--- src/pkg/rtc_ctrl_defs.vh ---
// Constants for the primary control register and the prescaler
`ifndef RTC_CTRL_DEFS_VH
`define RTC_CTRL_DEFS_VH
`define PRIMARY_CONTROL_ADDR   8'h00
`define PRIMARY_CONTROL_RESET  8'h00
`define SOFT_RESET_CMD         8'h58
`define BIT_EXT_CLOCK_TEST_SEL           7
`define BIT_HALT               5
`define BIT_SOFT_RESET         4
`define BIT_CORR_IRQ_EN        2
`define BIT_HOUR_12            1
`define BIT_LOAD_CAP           0
`define READ_MASK              8'ha7
`define PRESCALER_WIDTH        15
`define TEST_TAP               5
`define LOW_STAGES             2
`define CLOCK_OUTPUT_PIN_FAST_TAPS       3
`endif

--- src/logic/rtc_control_prescaler.v ---
// Primary control register and 1 Hz prescaler of the real-time clock
`timescale 1ns/10ps
`include "rtc_ctrl_defs.vh"

// How it works
// - Bit 7 picks normal mode or external clock test mode.
// - Bit 5 halts the clock and clears the upper divider stages, or the whole chain in test mode.
// - Writing 58h to the register starts a software reset; bit 4 reads zero.
// - Bit 2 gates a pulse on every correction cycle onto the interrupt output.
// - Bit 1 selects 12-hour counting when one, 24-hour when zero.
// - Bit 0 selects 12.5 pF load when one, 7 pF when zero.
// - In test mode the clock output pin turns into an input clock source.
// - In test mode the pin clock is divided down to the 1 Hz tick.
// - Halt clears prescaler stages 2 to 14 (all stages in test mode), which stay cleared until halt is released.
// - Test mode after halt: first tick after 32 edges, then every 64.
// - Prescaler state on test mode entry is undefined until a halt.
// - While halted the upper stages sit in reset, so no 1 Hz ticks.
// - While halted clock outputs below 8 kHz are suppressed.
// - While halted time counters accept writes but do not increment.
// - Software reset restores defaults and returns address pointer to zero.
// - Outside test mode, halt leaves the two lowest prescaler stages uncleared.
// - Outside test mode, first tick after halt release comes about half a second later.
module rtc_control_prescaler (
  // Clock and reset
  input  wire       I_CLK,
  input  wire       I_RESET,
  // Register write and read port
  input  wire       I_WR,
  input  wire [7:0] I_ADDR,
  input  wire [7:0] I_WDATA,
  output reg  [7:0] O_RDATA,
  // Oscillator tick at 32.768 kHz, from the oscillator domain
  input  wire       I_OSC,
  // Clock output pin, an input in test mode
  input  wire       I_CLOCK_OUTPUT_PIN_IN,
  output reg        O_CLOCK_OUTPUT_PIN,
  output reg        O_CLOCK_OUTPUT_PIN_OE,
  // Correction cycle event from the offset logic
  input  wire       I_CORR_CYCLE,
  // Outputs to the rest of the clock
  output reg        O_TICK_1HZ,
  output reg        O_CORR_IRQ,
  output reg        O_HOUR_12,
  output reg        O_LOAD_CAP,
  output reg        O_HALTED,
  output reg        O_SOFT_RESET
);

  ////////////////////////////////////////////////////////////////////////
  // Register
  reg  [7:0]  primary_control;
  reg  [1:0]  osc_sync;
  reg  [1:0]  pin_sync;
  reg         osc_prev;
  reg         pin_prev;
  reg  [14:0] prescaler;
  reg  [14:0] next_prescaler;
  reg         top_prev;
  reg         next_tick;
  wire        ext_clock_test_sel = primary_control[`BIT_EXT_CLOCK_TEST_SEL];
  wire        halt               = primary_control[`BIT_HALT];
  wire        reg_write          = I_WR && (I_ADDR == `PRIMARY_CONTROL_ADDR);
  wire        soft_reset_trigger = reg_write && (I_WDATA == `SOFT_RESET_CMD);
  wire        osc_rise           = osc_sync[1] && !osc_prev;
  wire        pin_rise           = pin_sync[1] && !pin_prev;
  wire        step               = ext_clock_test_sel ? pin_rise : osc_rise;

  always @(posedge I_CLK) begin
    if (I_RESET || soft_reset_trigger) begin
      primary_control <= `PRIMARY_CONTROL_RESET;
    end else if (reg_write) begin
      primary_control <= I_WDATA & `READ_MASK;
    end
  end

  ////////////////////////////////////////////////////////////////////////
  // Input synchronisers
  always @(posedge I_CLK) begin
    if (I_RESET) begin
      osc_sync <= 2'h0;
      pin_sync <= 2'h0;
      osc_prev <= 1'b0;
      pin_prev <= 1'b0;
    end else begin
      osc_sync <= {osc_sync[0], I_OSC};
      pin_sync <= {pin_sync[0], I_CLOCK_OUTPUT_PIN_IN};
      osc_prev <= osc_sync[1];
      pin_prev <= pin_sync[1];
    end
  end

  ////////////////////////////////////////////////////////////////////////
  // Prescaler
  always @* begin
    next_prescaler = prescaler;
    if (step) begin
      next_prescaler = prescaler + 15'h0001;
    end
    if (halt) begin
      next_prescaler[14:`LOW_STAGES] = 13'h0000;
    end
    if (ext_clock_test_sel && halt) begin
      next_prescaler = 15'h0000;
    end
  end

  always @* begin
    if (ext_clock_test_sel) begin
      next_tick = !halt && !top_prev && next_prescaler[`TEST_TAP];
    end else begin
      next_tick = !halt && !top_prev && next_prescaler[14];
    end
  end

  always @(posedge I_CLK) begin
    if (I_RESET || soft_reset_trigger) begin
      prescaler  <= 15'h0000;
      top_prev   <= 1'b0;
      O_TICK_1HZ <= 1'b0;
    end else begin
      prescaler  <= next_prescaler;
      top_prev   <= ext_clock_test_sel ? next_prescaler[`TEST_TAP] : next_prescaler[14];
      O_TICK_1HZ <= next_tick;
    end
  end

  ////////////////////////////////////////////////////////////////////////
  // Outputs
  always @(posedge I_CLK) begin
    if (I_RESET) begin
      O_RDATA      <= 8'h00;
      O_CLOCK_OUTPUT_PIN     <= 1'b0;
      O_CLOCK_OUTPUT_PIN_OE  <= 1'b1;
      O_CORR_IRQ   <= 1'b0;
      O_HOUR_12    <= 1'b0;
      O_LOAD_CAP   <= 1'b0;
      O_HALTED     <= 1'b0;
      O_SOFT_RESET <= 1'b0;
    end else begin
      O_RDATA      <= primary_control & `READ_MASK;
      O_CLOCK_OUTPUT_PIN     <= halt ? 1'b0 : prescaler[14];
      O_CLOCK_OUTPUT_PIN_OE  <= !ext_clock_test_sel;
      O_CORR_IRQ   <= primary_control[`BIT_CORR_IRQ_EN] && I_CORR_CYCLE;
      O_HOUR_12    <= primary_control[`BIT_HOUR_12];
      O_LOAD_CAP   <= primary_control[`BIT_LOAD_CAP];
      O_HALTED     <= halt;
      O_SOFT_RESET <= soft_reset_trigger;
    end
  end

endmodule // rtc_control_prescaler

--- config.mk ---
export PLATFORM = sky130hd
export DESIGN_NAME = rtc_control_prescaler
export DESIGN_NICKNAME = d
export VERILOG_FILES = /design/src/logic/rtc_control_prescaler.v
export VERILOG_INCLUDE_DIRS = /design/src /design/src/pkg
export SDC_FILE = /design/constraint.sdc
export NUM_CORES = 1
export LEC_CHECK = 0
export BUFFER_PORTS_ARGS = -buffer_cell sky130_fd_sc_hd__buf_2
export CAP_MARGIN = 20
export CELL_PAD_IN_SITES_DETAIL_PLACEMENT = 1
export CELL_PAD_IN_SITES_GLOBAL_PLACEMENT = 2
export CORE_MARGIN = 2
export CORE_UTILIZATION = 34
export DETAILED_ROUTE_END_ITERATION = 7
export PLACE_DENSITY = 0.88
export SLEW_MARGIN = 5
export SYNTH_ARGS = -nofsm -noshare
export SYNTH_HDL_FRONTEND = slang
export SYNTH_SLANG_ARGS = --single-unit
--- constraint.sdc ---
create_clock -name I_CLK -period 3.5 [get_ports I_CLK]
set_input_delay 0.525 -clock I_CLK [delete_from_list [all_inputs] [get_ports I_CLK]]
set_output_delay 0.525 -clock I_CLK [all_outputs]
set_load 0.01 [all_outputs]
# After elaboration in Yosys (flattened, before gate mapping)

Index checks and enable logic that the tools add are counted.

Register bits after elaboration: 43
Input bits: 22
Output and inout port bits: 16
Logic and storage cells: 46

$add $sub $neg: 1
Equal/unequal tests: 1
Multiplexer cells: 6
Reductions and logical operators: 19

Operators with widths:

| kind                    | count |
|---|---|
| $mux W15                | 2 |
| $add A15 B1 Y15 const B | 1 |
| $mux W13                | 1 |
| $logic_and A1 B1 Y1     | 9 |
| $eq A8 B7 Y1 const B    | 1 |
| $logic_not A8 Y1        | 1 |
| $logic_not A1 Y1        | 5 |
| $reduce_or A2 Y1        | 2 |
| $mux W1                 | 3 |
| $reduce_or A3 Y1        | 1 |
| $logic_or A1 B1 Y1      | 1 |

# Logic depth before layout (Yosys ltp)

Depth after elaboration: 8
Mapped depth: 5
Depth with buffers taken out: 5

# Least setup slack after synthesis

Ideal clock, no wire load.

Path kind: input-to-reg
From: input I_ADDR[2]
To: register prescaler[14]
Library setup time: 0.130 ns
Arrival time: 1.778 ns
Required time: 3.370 ns
Path slack: 1.592 ns
Stages on the path: 5
Buffers on the path: 1
Path through: nor4_1 nand4b_1 o21ai_1 buf_2 a21oi_1

Cells in the longest elaborated chain, start to end: 4

RTL lines:

| item                              | RTL line                    | text |
|---|---|---|
| from (decl)                       | rtc_control_prescaler.v:29  | `input wire [7:0] I_ADDR,` |
| $logic_not A8 Y1 (no source line) | --                          |  |
| $logic_and A1 B1 Y1               | rtc_control_prescaler.v:62  | `` wire reg_write = I_WR && (I_ADDR == `PRIMARY_CONTROL_ADDR); `` |
| $logic_and A1 B1 Y1               | rtc_control_prescaler.v:63  | `` wire soft_reset_trigger = reg_write && (I_WDATA == `SOFT_RESET_CMD); `` |
| $logic_or A1 B1 Y1                | rtc_control_prescaler.v:116 | `if (I_RESET \|\| soft_reset_trigger) begin` |
| to (signal assigned)              | rtc_control_prescaler.v:121 | `prescaler <= next_prescaler;` |
| to (decl)                         | rtc_control_prescaler.v:56  | `reg [14:0] prescaler;` |

Every way passes these cells.
A chain may end at the register's enable or synchronous reset.

# Final worst setup path

From: register primary_control[7]
To: register top_prev

Cells in the longest elaborated chain, start to end: 5
Elaborated cells between the ends (all ways): 6
Classes of those cells: 5 x mux; 1 x reduce/logical

RTL lines:

| item                   | RTL line                    | text |
|---|---|---|
| from (decl)            | rtc_control_prescaler.v:51  | `reg [7:0] primary_control;` |
| from (signal assigned) | rtc_control_prescaler.v:70  | `` primary_control <= `PRIMARY_CONTROL_RESET; `` |
| from (signal assigned) | rtc_control_prescaler.v:72  | `` primary_control <= I_WDATA & `READ_MASK; `` |
| $mux W1                | rtc_control_prescaler.v:66  | `wire step = ext_clock_test_sel ? pin_rise : osc_rise;` |
| $mux W15               | rtc_control_prescaler.v:96  | `if (step) begin` |
| $mux W13               | rtc_control_prescaler.v:99  | `if (halt) begin` |
| $mux W15               | rtc_control_prescaler.v:102 | `if (ext_clock_test_sel && halt) begin` |
| $mux W1 (*)            | rtc_control_prescaler.v:122 | `` top_prev <= ext_clock_test_sel ? next_prescaler[`TEST_TAP] : next_prescaler[14]; `` |
| to (signal assigned)   | rtc_control_prescaler.v:122 |  |
| to (decl)              | rtc_control_prescaler.v:58  | `reg top_prev;` |

Mark *: on every way between the ends. The rest lies on a longest branch, timed or not.

==> qor.yml <==
placeableCoreArea_um2: 4380
startpoint_type: "flop"
hold-worst-slack_ps: 437
critPathKind: "flop to flop"
drive_above_1_share: 0.244
family_of_cells_with_the_greatest_summed_delay_on_the_critical_path: "simple AND/OR/NAND/NOR gates"
final_core_utilization: 0.417
die_width_um: 71.6
synth_top_family_by_area: "simple AND/OR/NAND/NOR gates"
cts.root.buffer_cell: "sky130_fd_sc_hd__clkbuf_8"
cts_buffers: 5
worst_clock_skew_ps: 5.70
postLayoutCellArea_um2: 1830
postRouteWirelength_mm: 3.55
layout.nets: 219
dp_hpwl_mm: 2.65
drv_cap: 0
register_area_um2: 741
cts-resized-gates: 0
route.antenna.remaining_nets: 0
route.detailed.vias_per_inst: 5.06
fillers: 519
rr_startpoint: "primary_control[7]"
placement.cell_area_um2: 1740
mean_instance_size_in_the_synthesized_netlist_um2: 9.64
cp.buffers_inverters: 0
wire_length_of_the_first_global_routing_pass_mm: 6.13
htree_levels: 2
synth_sequential_area_ratio: 0.477
initial_utilization: 0.354
instances_no_fill: 249
cellPowerDensity_nw_per_um2: 414
crit_path_top_delay_cell: "sky130_fd_sc_hd__dfxtp_1"
wl_per_cell_um: 14.2
grt_pass1_vias: 1385
place_inst: 241
design.portCount: 38
most_frequent_standard_cell_in_the_layout_excluding_fill_and_tap_cells: "sky130_fd_sc_hd__dfxtp_1"
dr.first_iter.drc_count: 57
drtPass1Iterations: 4
number_of_synthesized_register_bits: 37
setup_tns_ps: 0
cp.arrival_ps: 2300
finalMaxSlewViolations: 0
post_synth_inst_count: 161
clock_tree_from_tritoncts: "yes"
clock_tree.buffer_depth: 2
antennaDiodeCount: 0
synthAdderAreaFrac: 0.00806
timing.critical_path.slowest_cell_delay_ps: 570
yosys_warnings: 0
p_leak_nw: 0.744
synth_compound_area_frac: 0.133
setup_repair_after_global_routing_missed_its_margin: "false"
die_area_um2: 5120
pre_cts_slack_ps: 1240
syn2layout_area_growth_pct: 17.8
globalRoute.totalOverflow: 0
cts_sinks: 37
critical_path.max_fanout: 11
worst_slack_setup_final_ps: 1400
synth_area_um2: 1550
run_status: "completed"
timing.max_slew.rel_slack: 0.672
ys_async_sr_fraction: 0
multi_input_area_um2: 732
gp_congestion: 0.754
grt.total_usage: 0.154
clock_latency_ps: 290
worstPathCellList: "nand4b_2 > a21o_1 > or4_4 > a311oi_1"
achievable-frequency_mhz: 476
cp-startpoint: "primary_control[7]"
crit_path_end_kind: "flop"
numPortBuffers: 34
drc: 0
cts_post_setup_buffers_inserted: 0
synthXorXnorAreaFrac: 0.0451
report.final.hold_viol_count: 0
worstPathRequired_ps: 3700
fin_total_pwr_mw: 0.757
setup_violation_total_in_the_final_timing_report: 0
hold_depth: 2
num_rows: 24
worstHoldStart: "I_CORR_CYCLE"
kind_of_path_behind_the_tightest_hold_check: "input port to flop"
worst-path-stages: 4
reg2regPathDepth: 4
detailroute.via_count: 1259
yosys.area_share.simple: 0.233
synth.lib_cells_used.distinct: 42
post_cts_hold_buffer_count: 0
worst_setup_hold_path_clk_slew_ps: 80
grt_max_degree: 18
synth_edf_count: 0
die-height_um: 71.6
layout_common_cells: "sky130_fd_sc_hd__dfxtp_1, sky130_fd_sc_hd__buf_2, sky130_fd_sc_hd__nor2_1"
antenna_found_initial: 0
predominant_post_synthesis_flop_cell: "sky130_fd_sc_hd__dfxtp_1"
finalCritPeriodShare: 0.600
final_period_minus_worst_setup_slack_ps: 2100
vdd_ir_drop_max_v: 0.000167
worst_pin_slew_ps: 480
synth.mux.area_fraction: 0.0451
sequential cells by signal, indices dropped and copies added (netlist names):
name	cells
prescaler	15
O_RDATA	5
primary_control	5
osc_sync	2
pin_sync	2
O_CLOCK_OUTPUT_PIN	1
O_CLOCK_OUTPUT_PIN_OE	1
O_CORR_IRQ	1
O_SOFT_RESET	1
O_TICK_1HZ	1
osc_prev	1
pin_prev	1
top_prev	1
power by group:
group          switching (mW)  internal (mW)
Clock                   0.158          0.141
Combinational          0.0159         0.0150
Sequential            0.00246          0.424
Total                   0.176          0.580
final cells by class:
class                           count  area share
Sequential cell                    37       0.405
Multi-Input combinational cell    111       0.400
Clock buffer                        5      0.0376
Timing Repair Buffer               35      0.0971
Inverter                            6      0.0123
Clock inverter                      3      0.0123
Tap cell                           52      0.0356
cells in the mapped netlist, types with 2 or more instances:
cell type | number | area share
sky130_fd_sc_hd__or3_1 | 3 | 0.012
sky130_fd_sc_hd__o31ai_1 | 4 | 0.019
sky130_fd_sc_hd__o21ai_0 | 6 | 0.019
sky130_fd_sc_hd__inv_1 | 6 | 0.015
sky130_fd_sc_hd__nand4_1 | 4 | 0.016
sky130_fd_sc_hd__nor2_1 | 14 | 0.034
sky130_fd_sc_hd__nor2b_1 | 12 | 0.048
sky130_fd_sc_hd__nand3_1 | 2 | 0.0064
sky130_fd_sc_hd__nand2_1 | 6 | 0.015
sky130_fd_sc_hd__nor3_1 | 3 | 0.0097
sky130_fd_sc_hd__nor4_1 | 2 | 0.0081
sky130_fd_sc_hd__or4_1 | 3 | 0.015
sky130_fd_sc_hd__buf_4 | 6 | 0.029
sky130_fd_sc_hd__mux2i_1 | 7 | 0.045
sky130_fd_sc_hd__xor2_1 | 2 | 0.011
sky130_fd_sc_hd__and2_1 | 2 | 0.0081
sky130_fd_sc_hd__a21oi_1 | 10 | 0.032
sky130_fd_sc_hd__dfxtp_1 | 37 | 0.48
sky130_fd_sc_hd__xnor2_1 | 6 | 0.034
sky130_fd_sc_hd__a211oi_1 | 4 | 0.019
cell families after synthesis:
group           Yosys count
other cells               1
buf+inv                  15
flops                    37
fa+ha+maj                 1
compound gates           32
mux                       7
xor+xnor                  8
simple gates             60
worst paths after layout:
kind	to	slack [ps]
max	top_prev	1400
max reg2reg	top_prev	1400
min reg2reg	pin_sync[1]	440
min	O_CORR_IRQ	440
worst reg2reg max path, stage by stage, from the launching register on:
cell	delay [ps]
sky130_fd_sc_hd__dfxtp_1	570
sky130_fd_sc_hd__nand4b_2	270
sky130_fd_sc_hd__a21o_1	320
sky130_fd_sc_hd__or4_4	550
sky130_fd_sc_hd__a311oi_1	300
per-layer routing:
| layer | track usage | part of all wire |
|---|---|---|
| met3 | 0.0520 | 0.060 |
| met5 | 0 | 0 |
| met2 | 0.247 | 0.46 |
| met4 | 0.0734 | 0.018 |
| met1 | 0.185 | 0.46 |
No activity file was read; power rests on OpenSTA's default activity.
